`config.mk`:
```
export PLATFORM = sky130hd
export DESIGN_NAME = uart_fifo_ctrl
export DESIGN_NICKNAME = d
export VERILOG_FILES = /design/src/design/uart_fifo_ctrl_pkg.sv /design/src/design/fifo_level_if.sv /design/src/design/int_priority.sv /design/src/design/level_compare.sv /design/src/design/uart_fifo_ctrl.sv
export VERILOG_INCLUDE_DIRS = /design/src /design/src/design
export SDC_FILE = /design/constraint.sdc
export NUM_CORES = 1
export LEC_CHECK = 0
export BUFFER_PORTS_ARGS = -buffer_cell sky130_fd_sc_hd__buf_2
export CORE_AREA = 2 2 110 80
export CTS_CLUSTER_DIAMETER = 150
export DETAILED_ROUTE_END_ITERATION = 7
export DIE_AREA = 0 0 112 82
export PLACE_DENSITY = 0.84
export SYNTH_ARGS = -nofsm -noshare
export SYNTH_HDL_FRONTEND = slang
export SYNTH_SLANG_ARGS = --single-unit
```
`constraint.sdc`:
```
create_clock -name ref_clk -period 4.05 [get_ports ref_clk]
set_input_delay 0.405 -clock ref_clk [delete_from_list [all_inputs] [get_ports ref_clk]]
set_output_delay 0.405 -clock ref_clk [all_outputs]
set_load 0.005 [all_outputs]
```
`src/design/uart_fifo_ctrl_map.svh`:
```
// register map, field positions, codes and fixed counts of the fifo control block
`ifndef UART_FIFO_CTRL_MAP_SVH
`define UART_FIFO_CTRL_MAP_SVH
`define ADDR_INT_ID_FIFO_CTRL 32'h5000_1108
`define ADDR_EVT_STATUS       32'h5000_1140
`define ADDR_EVT_CLEAR        32'h5000_1144
`define ADDR_EVT_ENABLE       32'h5000_1148
`define ADDR_LEVEL_STATUS     32'h5000_114c
`define FLD_RX_TRIG_HI        7
`define FLD_RX_TRIG_LO        6
`define FLD_TX_THR_HI         5
`define FLD_TX_THR_LO         4
`define FLD_DMA_SEL           3
`define FLD_TX_RESET          2
`define FLD_RX_RESET          1
`define FLD_QUEUE_EN          0
`define RESET_RX_TRIG         2'h0
`define RESET_TX_THR          2'h0
`define RESET_DMA_SEL         1'h0
`define RESET_QUEUE_EN        1'h0
`define ID_NONE               4'h1
`define ID_HOLDING_EMPTY      4'h2
`define ID_RX_DATA            4'h4
`define ID_LINE_STATUS        4'h6
`define ID_BUSY               4'h7
`define ID_CHAR_TIMEOUT       4'hc
`define RX_TRIG_ONE           5'h01
`define RX_TRIG_QUARTER       5'h04
`define RX_TRIG_HALF          5'h08
`define RX_TRIG_NEAR_FULL     5'h0e
`define TX_THR_EMPTY          5'h00
`define TX_THR_TWO            5'h02
`define TX_THR_QUARTER        5'h04
`define TX_THR_HALF           5'h08
`define RESP_OKAY             2'h0
`define RESP_SLVERR           2'h2
`endif

```
`src/design/uart_fifo_ctrl_pkg.sv`:
```
// types and level decode functions of the fifo control block
`include "uart_fifo_ctrl_map.svh"
package uart_fifo_ctrl_pkg;
  typedef struct packed {
    logic        awReady;
    logic        awTaken;
    logic [31:0] awAddr;
    logic        wReady;
    logic        wTaken;
    logic [31:0] wData;
    logic [3:0]  wStrb;
    logic        bValid;
    logic [1:0]  bResp;
    logic        arReady;
    logic        rValid;
    logic [31:0] rData;
    logic [1:0]  rResp;
    logic [1:0]  receiveTriggerLevel;
    logic [1:0]  transmitEmptyThreshold;
    logic        dmaSignallingSelect;
    logic        queueEnable;
    logic        txRst;
    logic        rxRst;
    logic [3:0]  evtStatus;
    logic [3:0]  evtEnable;
    logic        rxDataSeen;
    logic        holdingEmptySeen;
    logic        lineStatusSeen;
    logic        rtsN;
    logic        dmaRxReqN;
    logic        dmaTxReqN;
    logic        irq;
  } ctrl_state_t;

  function automatic logic [4:0] rx_trigger_count(input logic [1:0] code);
    case (code)
      2'h0:    rx_trigger_count = `RX_TRIG_ONE;
      2'h1:    rx_trigger_count = `RX_TRIG_QUARTER;
      2'h2:    rx_trigger_count = `RX_TRIG_HALF;
      default: rx_trigger_count = `RX_TRIG_NEAR_FULL;
    endcase
  endfunction : rx_trigger_count

  function automatic logic [4:0] tx_threshold_count(input logic [1:0] code);
    case (code)
      2'h0:    tx_threshold_count = `TX_THR_EMPTY;
      2'h1:    tx_threshold_count = `TX_THR_TWO;
      2'h2:    tx_threshold_count = `TX_THR_QUARTER;
      default: tx_threshold_count = `TX_THR_HALF;
    endcase
  endfunction : tx_threshold_count
endpackage : uart_fifo_ctrl_pkg

```
`src/design/fifo_level_if.sv`:
```
// fill levels, programmed thresholds and their comparisons shared by the control block
interface fifo_level_if;
  logic [4:0] rxLevel;
  logic [4:0] txLevel;
  logic [1:0] receiveTriggerLevel;
  logic [1:0] transmitEmptyThreshold;
  logic       queueEnable;
  logic       threshModeEn;
  logic       rxHit;
  logic       rxAny;
  logic       txHit;
  logic       txEmpty;
  logic       rxDataPending;
  logic       holdingEmptyPending;
  modport ctl (output rxLevel, txLevel, receiveTriggerLevel, transmitEmptyThreshold,
               output queueEnable, threshModeEn,
               input  rxHit, rxAny, txHit, txEmpty, rxDataPending, holdingEmptyPending);
  modport cmp (input  rxLevel, txLevel, receiveTriggerLevel, transmitEmptyThreshold,
               input  queueEnable, threshModeEn,
               output rxHit, rxAny, txHit, txEmpty, rxDataPending, holdingEmptyPending);
  modport pri (input  rxDataPending, holdingEmptyPending);
endinterface : fifo_level_if

```
`src/design/int_priority.sv`:
```
// picks the highest priority pending interrupt and encodes its identity
`include "uart_fifo_ctrl_map.svh"
module int_priority (
  fifo_level_if.pri lvl,
  input  wire logic       lineStatusPending,
  input  wire logic       timeoutPending,
  input  wire logic       busyPending,
  output logic [3:0]      interruptIdentity
);
  always_comb begin
    if (lineStatusPending) begin
      interruptIdentity = `ID_LINE_STATUS;
    end else if (lvl.rxDataPending) begin
      interruptIdentity = `ID_RX_DATA;
    end else if (timeoutPending) begin
      interruptIdentity = `ID_CHAR_TIMEOUT;
    end else if (lvl.holdingEmptyPending) begin
      interruptIdentity = `ID_HOLDING_EMPTY;
    end else if (busyPending) begin
      interruptIdentity = `ID_BUSY;
    end else begin
      interruptIdentity = `ID_NONE;
    end
  end
endmodule : int_priority

```
`src/design/level_compare.sv`:
```
// compares fifo fill levels against the programmed trigger and empty thresholds
module level_compare (
  fifo_level_if.cmp lvl
);
  always_comb begin
    lvl.rxHit   = lvl.rxLevel >=
                  uart_fifo_ctrl_pkg::rx_trigger_count(lvl.receiveTriggerLevel);
    lvl.rxAny   = lvl.rxLevel != 5'h00;
    lvl.txHit   = lvl.txLevel <=
                  uart_fifo_ctrl_pkg::tx_threshold_count(lvl.transmitEmptyThreshold);
    lvl.txEmpty = lvl.txLevel == 5'h00;
    // trigger levels only mean something while the queues are on
    lvl.rxDataPending       = lvl.queueEnable ? lvl.rxHit : lvl.rxAny;
    lvl.holdingEmptyPending = (lvl.queueEnable && lvl.threshModeEn) ? lvl.txHit
                                                                    : lvl.txEmpty;
  end
endmodule : level_compare

```
`src/design/uart_fifo_ctrl.sv`:
```
// interrupt identity and fifo control register of a serial port, on an axi4-lite slave
//
// The implementer's own choice: the AXI4-Lite slave port.
`include "uart_fifo_ctrl_map.svh"
// What this block does
// - read bits 7:6 show 00 off, 11 on
// - write 7:6 picks receive trigger fill level
// - auto flow: trigger level drops request-to-send
// - receive dma request follows trigger in mode 1
// - write 5:4 sets transmit empty threshold; read zero
// - transmit dma request follows threshold in mode 1
// - write bit 3 selects dma mode, resets 0
// - read low nibble gives pending interrupt identity
// - bit 2 pulses transmit queue reset, self-clearing
// - bit 1 pulses receive queue reset, self-clearing
// - bit 0 enables queues; change resets both
// - priority: line status, receive data, timeout, holding empty, busy
module uart_fifo_ctrl (
  input  wire logic        ref_clk,
  input  wire logic        reset,
  input  wire logic [31:0] awaddr,
  input  wire logic        awvalid,
  output logic             awready,
  input  wire logic [31:0] wdata,
  input  wire logic [3:0]  wstrb,
  input  wire logic        wvalid,
  output logic             wready,
  output logic [1:0]       bresp,
  output logic             bvalid,
  input  wire logic        bready,
  input  wire logic [31:0] araddr,
  input  wire logic        arvalid,
  output logic             arready,
  output logic [31:0]      rdata,
  output logic [1:0]       rresp,
  output logic             rvalid,
  input  wire logic        rready,
  input  wire logic [4:0]  rxLevel,
  input  wire logic [4:0]  txLevel,
  input  wire logic        autoFlowEn,
  input  wire logic        rtsRequest,
  input  wire logic        threshModeEn,
  input  wire logic        lineStatusPending,
  input  wire logic        timeoutPending,
  input  wire logic        busyPending,
  output logic             rtsN,
  output logic             dmaRxReqN,
  output logic             dmaTxReqN,
  output logic             transmitQueueReset,
  output logic             receiveQueueReset,
  output logic             irq
);
  uart_fifo_ctrl_pkg::ctrl_state_t state_r;
  uart_fifo_ctrl_pkg::ctrl_state_t state_nxt;
  logic [3:0]                      interruptIdentity;
  logic [3:0]                      evtSet;
  logic [3:0]                      evtClr;
  logic [7:0]                      wrByte;
  logic                            doWrite;
  logic                            arFire;
  logic                            ctrlRead;
  logic                            ctrlWrite;
  logic                            rxDmaLevel;
  logic                            txDmaLevel;

  fifo_level_if lvl ();

  assign lvl.rxLevel                = rxLevel;
  assign lvl.txLevel                = txLevel;
  assign lvl.receiveTriggerLevel    = state_r.receiveTriggerLevel;
  assign lvl.transmitEmptyThreshold = state_r.transmitEmptyThreshold;
  assign lvl.queueEnable            = state_r.queueEnable;
  assign lvl.threshModeEn           = threshModeEn;

  level_compare u_compare (
    .lvl (lvl.cmp)
  );

  int_priority u_priority (
    .lvl               (lvl.pri),
    .lineStatusPending (lineStatusPending),
    .timeoutPending    (timeoutPending),
    .busyPending       (busyPending),
    .interruptIdentity (interruptIdentity)
  );

  assign arFire   = arvalid && state_r.arReady;
  assign ctrlRead = arFire && (araddr == `ADDR_INT_ID_FIFO_CTRL);

  // mode 1 uses the programmed levels; mode 0 or queues off uses any data / empty
  assign rxDmaLevel = (state_r.dmaSignallingSelect && state_r.queueEnable) ? lvl.rxHit
                                                                          : lvl.rxAny;
  assign txDmaLevel = (state_r.dmaSignallingSelect && state_r.queueEnable) ? lvl.txHit
                                                                          : lvl.txEmpty;

  always_comb begin
    state_nxt       = state_r;
    state_nxt.txRst = 1'b0;
    state_nxt.rxRst = 1'b0;
    evtClr          = 4'h0;
    ctrlWrite       = 1'b0;

    // write channel: address and data taken in either order, one write in flight
    if (state_r.bValid && bready) begin
      state_nxt.bValid  = 1'b0;
      state_nxt.awTaken = 1'b0;
      state_nxt.wTaken  = 1'b0;
    end
    if (awvalid && state_r.awReady) begin
      state_nxt.awTaken = 1'b1;
      state_nxt.awAddr  = awaddr;
    end
    if (wvalid && state_r.wReady) begin
      state_nxt.wTaken = 1'b1;
      state_nxt.wData  = wdata;
      state_nxt.wStrb  = wstrb;
    end
    state_nxt.awReady = !state_nxt.awTaken;
    state_nxt.wReady  = !state_nxt.wTaken;
    doWrite = state_nxt.awTaken && state_nxt.wTaken && !state_r.bValid;
    wrByte  = state_nxt.wData[7:0];

    if (doWrite) begin
      state_nxt.bValid = 1'b1;
      state_nxt.bResp  = `RESP_OKAY;
      case (state_nxt.awAddr)
        `ADDR_INT_ID_FIFO_CTRL: begin
          // only control fields are written; status view is rebuilt on read
          if (state_nxt.wStrb[0]) begin
            ctrlWrite = 1'b1;
            state_nxt.receiveTriggerLevel    =
              wrByte[`FLD_RX_TRIG_HI:`FLD_RX_TRIG_LO];
            state_nxt.transmitEmptyThreshold =
              wrByte[`FLD_TX_THR_HI:`FLD_TX_THR_LO];
            state_nxt.dmaSignallingSelect    = wrByte[`FLD_DMA_SEL];
            state_nxt.queueEnable            = wrByte[`FLD_QUEUE_EN];
            // reset strobes are held for one cycle only, so they need no clearing write
            state_nxt.txRst = wrByte[`FLD_TX_RESET] ||
                              (wrByte[`FLD_QUEUE_EN] != state_r.queueEnable);
            state_nxt.rxRst = wrByte[`FLD_RX_RESET] ||
                              (wrByte[`FLD_QUEUE_EN] != state_r.queueEnable);
          end
        end
        `ADDR_EVT_CLEAR: begin
          if (state_nxt.wStrb[0]) begin
            evtClr = wrByte[3:0];
          end
        end
        `ADDR_EVT_ENABLE: begin
          if (state_nxt.wStrb[0]) begin
            state_nxt.evtEnable = wrByte[3:0];
          end
        end
        `ADDR_EVT_STATUS, `ADDR_LEVEL_STATUS: begin
          state_nxt.bResp = `RESP_OKAY;
        end
        default: begin
          state_nxt.bResp = `RESP_SLVERR;
        end
      endcase
    end

    // read channel: one read in flight, answer one edge after the address
    if (state_r.rValid && rready) begin
      state_nxt.rValid = 1'b0;
    end
    if (arFire) begin
      state_nxt.rValid = 1'b1;
      state_nxt.rResp  = `RESP_OKAY;
      case (araddr)
        `ADDR_INT_ID_FIFO_CTRL: begin
          state_nxt.rData = {24'h00_0000, {2{state_r.queueEnable}}, 2'h0,
                             interruptIdentity};
        end
        `ADDR_EVT_STATUS: begin
          state_nxt.rData = {28'h000_0000, state_r.evtStatus};
        end
        `ADDR_EVT_CLEAR: begin
          state_nxt.rData = 32'h0000_0000;
        end
        `ADDR_EVT_ENABLE: begin
          state_nxt.rData = {28'h000_0000, state_r.evtEnable};
        end
        `ADDR_LEVEL_STATUS: begin
          state_nxt.rData = {19'h0_0000, rxLevel, 3'h0, txLevel};
        end
        default: begin
          state_nxt.rData = 32'h0000_0000;
          state_nxt.rResp = `RESP_SLVERR;
        end
      endcase
    end
    state_nxt.arReady = !state_nxt.rValid;

    // events: rising edges of the receive data, holding empty and line status pending levels plus completed queue resets
    evtSet[0] = lvl.rxDataPending && !state_r.rxDataSeen;
    evtSet[1] = lvl.holdingEmptyPending && !state_r.holdingEmptySeen;
    evtSet[2] = state_r.txRst || state_r.rxRst;
    evtSet[3] = lineStatusPending && !state_r.lineStatusSeen;
    state_nxt.rxDataSeen       = lvl.rxDataPending;
    state_nxt.holdingEmptySeen = lvl.holdingEmptyPending;
    state_nxt.lineStatusSeen   = lineStatusPending;
    // set beats clear so an event landing on the clear write is kept
    state_nxt.evtStatus = (state_r.evtStatus & ~evtClr) | evtSet;
    state_nxt.irq       = |(state_nxt.evtStatus & state_nxt.evtEnable);

    // rts is held off once the receive queue reaches its trigger
    if (autoFlowEn && state_r.queueEnable) begin
      state_nxt.rtsN = lvl.rxHit || !rtsRequest;
    end else begin
      state_nxt.rtsN = !rtsRequest;
    end
    state_nxt.dmaRxReqN = !rxDmaLevel;
    state_nxt.dmaTxReqN = !txDmaLevel;
  end

  always_ff @(posedge ref_clk or posedge reset) begin
    if (reset) begin
      state_r                        <= '0;
      state_r.receiveTriggerLevel    <= `RESET_RX_TRIG;
      state_r.transmitEmptyThreshold <= `RESET_TX_THR;
      state_r.dmaSignallingSelect    <= `RESET_DMA_SEL;
      state_r.queueEnable            <= `RESET_QUEUE_EN;
      state_r.rtsN                   <= 1'b1;
      state_r.dmaRxReqN              <= 1'b1;
      state_r.dmaTxReqN              <= 1'b1;
      // transmit side idles empty, so no false holding-empty event after reset
      state_r.holdingEmptySeen       <= 1'b1;
    end else begin
      state_r <= state_nxt;
    end
  end

  assign awready            = state_r.awReady;
  assign wready             = state_r.wReady;
  assign bvalid             = state_r.bValid;
  assign bresp              = state_r.bResp;
  assign arready            = state_r.arReady;
  assign rvalid             = state_r.rValid;
  assign rdata              = state_r.rData;
  assign rresp              = state_r.rResp;
  assign rtsN               = state_r.rtsN;
  assign dmaRxReqN          = state_r.dmaRxReqN;
  assign dmaTxReqN          = state_r.dmaTxReqN;
  assign transmitQueueReset = state_r.txRst;
  assign receiveQueueReset  = state_r.rxRst;
  assign irq                = state_r.irq;
endmodule : uart_fifo_ctrl

```
; Word level (Yosys, flattened, before mapping)
; Index checks and enable logic that the tools add are counted.
[word_totals]
register_bits = 134
latch_bits = 0
mem_bits_rw = 0
romBits = 0
word_cells = 119
memories = 0
[op_classes]
n_addsub = 0
n_mul = 0
n_div = 0
n_lt_le_gt_ge = 2
n_eq_ne = 15
n_shift = 0
muxes = 32
bitwise_logic = 4
n_reduce_logical = 36
[ops]
columns = op, count
row1 = $eq A32 B31 Y1 const B, 10
row2 = $pmux W13 S4, 1
row3 = $mux W4, 10
row4 = $mux W37, 1
row5 = $mux W35, 1
row6 = $mux W33, 1
row7 = $pmux W4 S3, 2
row8 = $logic_and A1 B1 Y1, 13
row9 = $logic_not A1 Y1, 10
row10 = $mux W2, 5
row11 = $reduce_or A5 Y1, 2
row12 = $mux W1, 9
row13 = $and A4 B4 Y4, 2
row14 = $mux W3, 2
row15 = $ge A5 B4 Y1, 1
row16 = $le A5 B4 Y1, 1
row17 = $logic_not A5 Y1, 1
row18 = $reduce_bool A5 Y1, 1
row19 = $eq A2 B1 Y1 const B, 2
row20 = $eq A2 B2 Y1 const B, 2
row21 = $logic_not A2 Y1, 2
row22 = $logic_or A1 B1 Y1, 4
row23 = $not A4 Y4, 1
row24 = $or A4 B4 Y4, 1
row25 = other kinds (4), 4

; Logic depth before layout (Yosys ltp)
; Gate-level depths: netlist of run 1.
[logic_depth]
depth_word = 11
ltp_mapped = 9
depth_no_buf = 9

; By module
; From an unflattened synthesis of run 1, not the netlist that was laid out.
[hier_totals]
hier_cells = 456
hier_area_um2 = 4289.1
[modules_own_cells]
columns = module, instances, cells_per_inst, area_each_um2, seq_area_each_um2
row1 = uart_fifo_ctrl, 1, 408, 3947.5, 2107.0
row2 = level_compare, 1, 40, 282.8, 0.0
row3 = int_priority, 1, 8, 58.8, 0.0

; Worst setup path after synthesis of run 1
; No wires, ideal clock.
[synth_path]
path_kind = register to register
from = register state_r[109] (netlist name)
to = register state_r, in the netlist irq
setup_time_ns = 0.124
arrival_time_ns = 2.027
slack_ns = 1.899
path_stages_with_launch = 8
period_less_slack_ns = 2.151
cell_sequence = dfrtp_1 > nor4_1 > nand3_1 > o41ai_4 > nand4_2 > mux2_2 > a22o_1 > a211o_1
[synth_rtl]
columns = element, line_no
row1 = start: declaration, uart_fifo_ctrl.sv:53  ; uart_fifo_ctrl_pkg::ctrl_state_t state_r;
row2 = start signal: assignment, uart_fifo_ctrl.sv:230  ; state_r <= state_nxt;

==> flow_summary.json, run 1 <==
{
  "pwr-share-comb_pct": 22.4,
  "grt_max_degree": 46,
  "p_sw_mw": 0.7763,
  "drtIter0Drc": 149,
  "drc_errors": 0,
  "crit_required_ps": 4250,
  "leakage_nw": 2.641,
  "h-tree-depth": 3,
  "ant_nets": 0,
  "die_h_um": 82,
  "synth-simple-area-share_pct": 21.86,
  "critical_path_buf_inv_count": 0,
  "drt_wl_total_um": 9382,
  "drt-pass1-iter-count": 4,
  "synth_compound_area_share_pct": 9.200,
  "pwr-share-seq_pct": 45.3,
  "p_int_mw": 1.879,
  "synth_area_leaders": "dfrtp_1 48%, nand2_1 10%, buf_4 6.5%",
  "gr-usage-all-layers_pct": 20.46,
  "holdWs_ps": 163.7,
  "wire_per_inst_um": 14.50,
  "worstHoldPathType": "primary input to asynchronous set/reset pin",
  "die_area_mm2": 0.009184,
  "postSynthCellCount": 430,
  "worstSkewPairLatency_ps": 320,
  "area_growth_syn_to_layout_pct": 20.05,
  "ir_worst_vdd_v": 0.0003123,
  "path_cells": "and2_1 -> nand3_1 -> a22oi_1 -> nand4_2 -> mux2_2 -> a22o_1 -> a211o_1",
  "num_antenna_cells": 0,
  "ys_types": 52,
  "post-cts-setup-buffers": 0,
  "worst-path-max-fanout": 25,
  "vias_per_cell": 5.195,
  "setup_viol": 0,
  "relSlewSlack_pct": 46.17,
  "cts_resized": 0,
  "min_period_ps": 2883,
  "synth_edf_count": 0,
  "fmax_mhz": 346.9,
  "cap_viol_max_count": 0,
  "overflow": 0,
  "yosys-top-cells-count": "114 x nand2_1, 80 x dfrtp_1, 36 x buf_4",
  "dp_hpwl_um": 7197,
  "final_max_slew_viol_count": 0,
  "final_util_pct": 60.94,
  "syn_area_mm2": 0.004161,
  "clk_pin_slew_ps": 60,
  "nets": 667,
  "worstSetupPathType": "register to register",
  "cts_sinks": 84,
  "synth-xor-area-share_pct": 0.2105,
  "p_sw_share_pct": 29.24,
  "ys_seq_area_share_pct": 50.63,
  "yosysTopAreaCell": "dfrtp_1",
  "synth_top_cell_area_share_pct": 48.11,
  "hold_viol_final": 0,
  "cp_slowest_cell": "and2_1",
  "yosys_warnings": 0,
  "rows": 28,
  "crit_family": "simple AND/OR/NAND/NOR gates",
  "grt_pass1_wl_um": 14970,
  "synthMuxAreaShare_pct": 6.554,
  "antenna_found_initial": 0,
  "yosys_register_bits": 84,
  "outcome": "finished, final reports clean",
  "cts_buffer_depth": 2,
  "synth-main-ff-cell": "dfrtp_1",
  "end_kind": "register",
  "synthAdderAreaFrac_pct": 2.105,
  "io_pins": 170,
  "worst_pin_slew_ps": 807.5,
  "start_kind": "register",
  "cts_tree": "built",
  "io_buffers": 120,
  "die-width_um": 112,
  "vias": 3361,
  "fillers": 688,
  "root_buffer": "clkbuf_16",
  "setup_tns_ps": 0,
  "powerDensity_mw_per_mm2": 531.5,
  "startpoint": "awready",
  "ctsHoldBuffers": 0,
  "skew_ps": 8.512,
  "globalplace.congestion": 0.8871,
  "cpPeakStageDelay_ps": 680,
  "initial_utilization_pct": 50.76,
  "critPathArrivalTime_ps": 3090,
  "syn_area_per_cell_um2": 9.678,
  "grt_pass1_vias": 3216,
  "period_share_pct": 71.18,
  "cts_buffers": 9,
  "synth_most_common_cell": "nand2_1",
  "coreArea_mm2": 0.008198,
  "worstReg2RegStart": "awready",
  "clkPwrFrac_pct": 32.3,
  "async_flop_share_pct": 100.0,
  "rsz0062_at_grt": "false",
  "drive_gt1_share_pct": 30.44,
  "synth_top_family_by_area": "simple AND/OR/NAND/NOR gates"
}
[registers in the layout, summed over array words and instances, names as in the netlist]
register and count:
rtsN 1, lvl.receiveTriggerLevel 2, receiveQueueReset 1, dmaTxReqN 1, state_r 55, wready 1
irq 1, lvl.transmitEmptyThreshold 2, bvalid 1, transmitQueueReset 1, rvalid 1, rresp 1
lvl.queueEnable 1, bresp 1, dmaRxReqN 1, awready 1, rdata 11, arready 1
[routing by layer]
metal | GRT usage [%] | up-vias | share of wire [%]
li1 | - | 1637 | -
met1 | 26.94 | 1602 | 45
met2 | 33.70 | 116 | 49
met3 | 5.166 | 6 | 5.7
met4 | 6.951 | 0 | 0.81
met5 | 0 | - | 0
[power by group through the flow]
stage | logic [mW] | registers (mW) | clock network (mW)
floorplan | 0.433 | 1.18 | 0
global placement | 0.568 | 1.20 | 0
detailed placement | 0.595 | 1.21 | 0
CTS | 0.599 | 1.20 | 0.876
global route | 0.678 | 1.23 | 0.917
finish | 0.595 | 1.20 | 0.858
[area by class of cell]
type                       instances  area (um^2)  share of cell area (%)
clock buffer                      14        254.0                   5.084
clock inverter                     2        60.06                   1.202
inverter                          18        68.82                   1.377
multi-input combinational        300         1744                   34.91
sequential                        84         2107                   42.17
tap                              105        131.4                   2.630
timing repair buffer             124        630.6                   12.62
[cells by family after synthesis]
kind of cell / Yosys count
compound gates: 53
xor+xnor: 1
fa+ha+maj: 7
buf+inv: 67
flops: 84
mux: 25
other cells: 1
simple gates: 192
[cell usage in the layout, fill, tap and decap left out, drive strengths merged, types with 2 or more instances in the layout]
cell	count
buf	124
nand2	115
dfrtp	80
conb	22
mux2	18
inv	17
o21ai	14
clkbuf	14
nor2	12
nor4	10
a22o	10
a21oi	10
nand3	9
nor3	8
mux2i	7
ha	7
nand4	7
nor4b	6
dfstp	4
and2	4
nor2b	3
a21o	3
nand2b	3
or3	3
nor4bb	2
and3	2
a22oi	2
or4	2
a211oi	2
a32o	2
bufinv	2
[metrics by stage]
| stage | std cells | area [um^2] | power, mW | worst slack (ps) |
|---|---|---|---|---|
| 6_report | 647 | 4996 | 2.655 | 1167 |
| 5_1_grt | 647 | 4996 | 2.823 | 904.6 |
| 4_1_cts | 647 | 4996 | 2.677 | 1146 |
| 3_5_place_dp | 631 | 4682 | 1.808 | 1020 |
| 3_3_place_gp | 631 | 4682 | 1.766 | 1094 |
| 2_1_floorplan | 451 | 4240 | 1.614 | 1486 |
[path summary, 6_finish.rpt]
kind	end	slack (ps)	depth (start not counted)
setup / recovery	irq	1170	7
hold / removal	state_r[129]	160	2
hold reg to reg	state_r[124]	480	2
min in group ref_clk	rtsN	230	2
setup reg to reg	irq	1170	7
max in group asynchronous	dmaTxReqN	2890	3
(Power assumes the default switching activity.)
==> run 2, diff against run 1 <==
--- a/config.mk
+++ b/config.mk
@@ -7,11 +7,11 @@
 export NUM_CORES = 1
 export LEC_CHECK = 0
 export BUFFER_PORTS_ARGS = -buffer_cell sky130_fd_sc_hd__buf_2
-export CORE_AREA = 2 2 110 80
+export CORE_AREA = 2 2 120 87
 export CTS_CLUSTER_DIAMETER = 150
 export DETAILED_ROUTE_END_ITERATION = 7
-export DIE_AREA = 0 0 112 82
-export PLACE_DENSITY = 0.84
+export DIE_AREA = 0 0 122 89
+export PLACE_DENSITY = 0.75
 export SYNTH_ARGS = -nofsm -noshare
 export SYNTH_HDL_FRONTEND = slang
 export SYNTH_SLANG_ARGS = --single-unit
==> constraint.sdc (replaced) <==
create_clock -name ref_clk -period 2.4 [get_ports ref_clk]
set_input_delay 0.24 -clock ref_clk [delete_from_list [all_inputs] [get_ports ref_clk]]
set_output_delay 0.24 -clock ref_clk [all_outputs]
set_load 0.005 [all_outputs]
==> flow_summary.json, run 2 (same netlist as run 1, synthesis figures left out) <==
{
  "ir_worst_vdd_v": 0.0003512,
  "wire_per_inst_um": 13.87,
  "period_share_pct": 94.92,
  "worstHoldStart": "rtsRequest",
  "drt_wl_total_um": 9501,
  "setup_viol": 0,
  "post-place-ws_ps": -103.0,
  "r2r_setup_slack_ps": 120,
  "hold_viol_final": 0,
  "gr-usage-all-layers_pct": 17.71,
  "min_path_cells": 2,
  "skew_ps": 7.459,
  "critPathArrivalTime_ps": 2490,
  "overflow": 0,
  "coreArea_mm2": 0.009572,
  "h-tree-depth": 3,
  "vias": 3415,
  "worstHoldPathType": "primary input to register",
  "cap_viol_max_count": 0,
  "drive_gt1_share_pct": 33.57,
  "area_growth_syn_to_layout_pct": 23.51,
  "worst-r2r-cell-count": 8,
  "io_pins": 170,
  "ant_nets": 0,
  "rsz0062_at_grt": "false",
  "final_max_slew_viol_count": 0,
  "end_kind": "register",
  "worst-path-max-fanout": 4,
  "final_cell_mix": "120 x buf_2, 114 x nand2_1, 80 x dfrtp_1",
  "powerDensity_mw_per_mm2": 847.3,
  "outcome": "finished, final reports clean",
  "fin_ws_ps": 122.0,
  "worstReg2RegEnd": "irq",
  "initial_utilization_pct": 43.48,
  "regMostFlops": "state_r",
  "min_period_ps": 2278,
  "num_antenna_cells": 0,
  "die-width_um": 122,
  "worstSetupPathType": "register to register",
  "grt_pass1_wl_um": 14900,
  "io_buffers": 120,
  "largest_reg_flops": 55,
  "cts_buffer_depth": 2,
  "cts_tree": "built",
  "die_h_um": 89,
  "cts_sinks": 84,
  "root_buffer": "clkbuf_16",
  "vias_per_cell": 4.985,
  "drt-pass1-iter-count": 5,
  "dp_hpwl_um": 7457,
  "final_common_cell": "buf_2",
  "leakage_nw": 2.695,
  "start_kind": "register",
  "die_area_mm2": 0.01086,
  "grt_pass1_vias": 3270,
  "worstHoldEndpoint": "rtsN",
  "globalplace.congestion": 0.8249,
  "final_util_pct": 53.70,
  "crit_required_ps": 2610,
  "drtIter0Drc": 191,
  "clk_pin_slew_ps": 60,
  "dpl_cell_area_mm2": 0.004813,
  "nets": 682,
  "drc_errors": 0,
  "fmax_mhz": 439.0,
  "worstSkewPairLatency_ps": 330,
  "cts_buffers": 9,
  "worstReg2RegStart": "state_r[109]",
  "rows": 30,
  "grt_max_degree": 41,
  "final_cell_area_mm2": 0.005140,
  "antenna_found_initial": 0
}
==> run 2: changes by cell type in the layout (fill, tap and decap cells not counted), sizes merged <==
cell         delta
bufinv          -2
clkinvlp        +1
buf            +14
dlygate4sd3     +1
clkbuf          -3
clkinv          +4
==> run 2: worst max path at each step <==
stage,endpoint,slack [ps],startpoint
final,irq,120,state_r[109]
after global routing,irq,30,state_r[109]
after CTS,irq,10,state_r[109]
after detailed placement,irq,-100,state_r[121]
after global placement,irq,10,state_r[121]
after floorplan,arready,1,reset
==> run 2: final cells by class <==
cell class | count | area [um^2]
fillers | 846 | 4432
flip-flops and latches | 84 | 2107
multi-input cells | 300 | 1782
repair buffers | 139 | 758.2
clock buffers | 11 | 232.7
well taps | 128 | 160.2
inverters | 18 | 68.82
clock inverters | 5 | 31.28
==> run 2: stage by stage <==
stage / cells / power, mW / setup TNS (ps) / hold WS [ps]
after detailed placement: 666 / 3.141 / -103.0 / 275.5
after CTS: 684 / 4.380 / 0 / 47.32
after global routing: 685 / 4.656 / 0 / 47.67
after global placement: 666 / 3.081 / 0 / 271.3
final: 685 / 4.355 / 0 / 57.63
after floorplan: 451 / 2.724 / 0 / 271.4
==> run 2: critical path, stage by stage (launching register included) <==
cell     delay [ps]
dfrtp_1         390
nor4_2          260
nand3_1         160
o41ai_4         360
nand4_1         140
buf_4           170
o32a_1          200
a22o_1          250
a211o_1         230
==> run 2: timing repair <==
| item | 4_1_cts | 5_1_grt |
|---|---|---|
| resized for setup | 2 | 6 |
| hold buffers | 1 | 0 |
| setup endpoints to repair | 1 | 2 |
| pin swaps | 2 | 2 |
| setup buffers | 1 | 1 |
| endpoints found under the hold margin | 24 | 0 |
==> run 2: per-layer routing <==
layer / part of all wire, % / GRT usage [%] / routed length [um]
met1: 43 / 22.97 / 4125
met2: 48 / 29.15 / 4596
met3: 6.4 / 4.719 / 604
met4: 1.8 / 6.061 / 174
met5: 0 / 0 / 0
==> run 2: report_power, final <==
| group | switching, mW | internal [mW] | leakage (nW) |
|---|---|---|---|
| logic | 0.621 | 0.490 | 1.52 |
| clock network | 0.517 | 0.697 | 0.129 |
| registers | 0.213 | 1.82 | 1.04 |
==> run 3, diff against run 2 <==
--- a/config.mk
+++ b/config.mk
@@ -7,11 +7,11 @@
 export NUM_CORES = 1
 export LEC_CHECK = 0
 export BUFFER_PORTS_ARGS = -buffer_cell sky130_fd_sc_hd__buf_2
-export CORE_AREA = 2 2 120 87
+export CORE_AREA = 2 2 88 106
 export CTS_CLUSTER_DIAMETER = 150
 export DETAILED_ROUTE_END_ITERATION = 7
-export DIE_AREA = 0 0 122 89
-export PLACE_DENSITY = 0.75
+export DIE_AREA = 0 0 90 108
+export PLACE_DENSITY = 0.91
 export SYNTH_ARGS = -nofsm -noshare
 export SYNTH_HDL_FRONTEND = slang
 export SYNTH_SLANG_ARGS = --single-unit
==> constraint.sdc (replaced) <==
create_clock -name ref_clk -period 2.5 [get_ports ref_clk]
set_input_delay 0.25 -clock ref_clk [delete_from_list [all_inputs] [get_ports ref_clk]]
set_output_delay 0.25 -clock ref_clk [all_outputs]
set_load 0.005 [all_outputs]
==> flow_summary.json, run 3 (same netlist as run 1, synthesis figures left out) <==
{
  "dpl_cell_area_mm2": 0.004762,
  "worstHoldPathType": "primary input to register",
  "vias_per_cell": 5.142,
  "h-tree-depth": 3,
  "vias": 3435,
  "holdWs_ps": 25.92,
  "period_share_pct": 96.04,
  "ir_worst_vdd_v": 0.0005784,
  "crit_family": "simple AND/OR/NAND/NOR gates",
  "setup_tns_ps": 0,
  "grt_max_degree": 50,
  "antenna_found_initial": 0,
  "area_growth_syn_to_layout_pct": 19.87,
  "final_max_slew_viol_count": 0,
  "post-place-ws_ps": 114.7,
  "regMostFlops": "state_r",
  "end_kind": "register",
  "grt_pass1_wl_um": 15340,
  "cts_buffer_depth": 2,
  "drc_errors": 0,
  "gr-usage-all-layers_pct": 19.53,
  "cts_buffers": 9,
  "worst_pin_slew_ps": 618.5,
  "drt_wl_total_um": 9148,
  "dp_cells": 650,
  "clk_pin_slew_ps": 90,
  "drt-pass1-iter-count": 4,
  "final_cell_area_mm2": 0.004989,
  "coreArea_mm2": 0.008611,
  "final_util_pct": 57.93,
  "worstSetupPathType": "register to register",
  "rows": 37,
  "critical_path_buf_inv_count": 1,
  "die-width_um": 90,
  "cap_viol_max_count": 0,
  "die_h_um": 108,
  "start_kind": "register",
  "min_period_ps": 2401,
  "cts_sinks": 84,
  "globalplace.congestion": 0.9093,
  "drive_gt1_share_pct": 32.12,
  "fin_ws_ps": 99.06,
  "final_common_cell": "buf_2",
  "root_buffer": "clkbuf_8",
  "critPathArrivalTime_ps": 2640,
  "worstSkewPairLatency_ps": 360,
  "cts_tree": "built",
  "initial_utilization_pct": 48.33,
  "crit_required_ps": 2740,
  "overflow": 0,
  "dp_hpwl_um": 7086,
  "leakage_nw": 2.637,
  "grt_pass1_vias": 3457,
  "cp_slowest_cell": "dfrtp_1",
  "instances_no_fill": 668,
  "fmax_mhz": 416.5,
  "cpPeakStageDelay_ps": 410,
  "drtIter0Drc": 132,
  "outcome": "finished, final reports clean",
  "powerDensity_mw_per_mm2": 792.6,
  "relSlewSlack_pct": 58.45,
  "final_cell_mix": "120 x buf_2, 114 x nand2_1, 80 x dfrtp_1",
  "skew_ps": 10.18,
  "nets": 676,
  "die_area_mm2": 0.009720,
  "ant_nets": 0,
  "io_buffers": 120,
  "p_total_mw": 3.954,
  "rsz0062_at_grt": "false",
  "largest_reg_flops": 55,
  "worst-path-max-fanout": 11,
  "io_pins": 170,
  "hold_viol_final": 0,
  "setup_viol": 0,
  "wire_per_inst_um": 13.69,
  "num_antenna_cells": 0,
  "path_cells": "and2_1 -> nand4_1 -> a22oi_1 -> buf_4 -> nand4_2 -> mux2_2 -> a22o_1 -> a211o_1"
}
-- run 3: report_power, final --
part / internal [mW] / switching (mW)
logic: 0.433 / 0.579
clock network: 0.495 / 0.500
registers: 1.74 / 0.206
total: 2.67 / 1.29
-- run 3: per-layer routing --
layer	GRT usage [%]	routed length (um)	vias up
met5	0	0	-
met4	6.484	125	0
met3	4.878	741	13
met2	35.55	4641	144
met1	22.64	3639	1634
li1	-	-	1644
-- run 3: layout make-up --
type	count	area [um^2]
Multi-Input combinational cell	300	1744
Inverter	18	68.82
Fill cell	742	3622
Clock inverter	6	71.32
Timing Repair Buffer	133	713.2
Clock buffer	10	137.6
Tap cell	117	146.4
Sequential cell	84	2107
-- run 3: worst paths after layout --
check                            from  cells after the start         to  slack (ps)
max                           awready                      8        irq         100
min                        rtsRequest                      2       rtsN          30
max reg2reg                   awready                      8        irq         100
min reg2reg                  rresp[1]                      2   rresp[1]         480
max in group asynchronous       reset                      4  dmaTxReqN        1290
min in group asynchronous       reset                      3     bvalid         490
-- run 3: repair_timing --
item                       in CTS  in global routing
hold buffers                    1                  0
hold endpoints to repair       35                  0
setup endpoints to repair       0                  1
buffers inserted                0                  1
resized for setup               0                  0
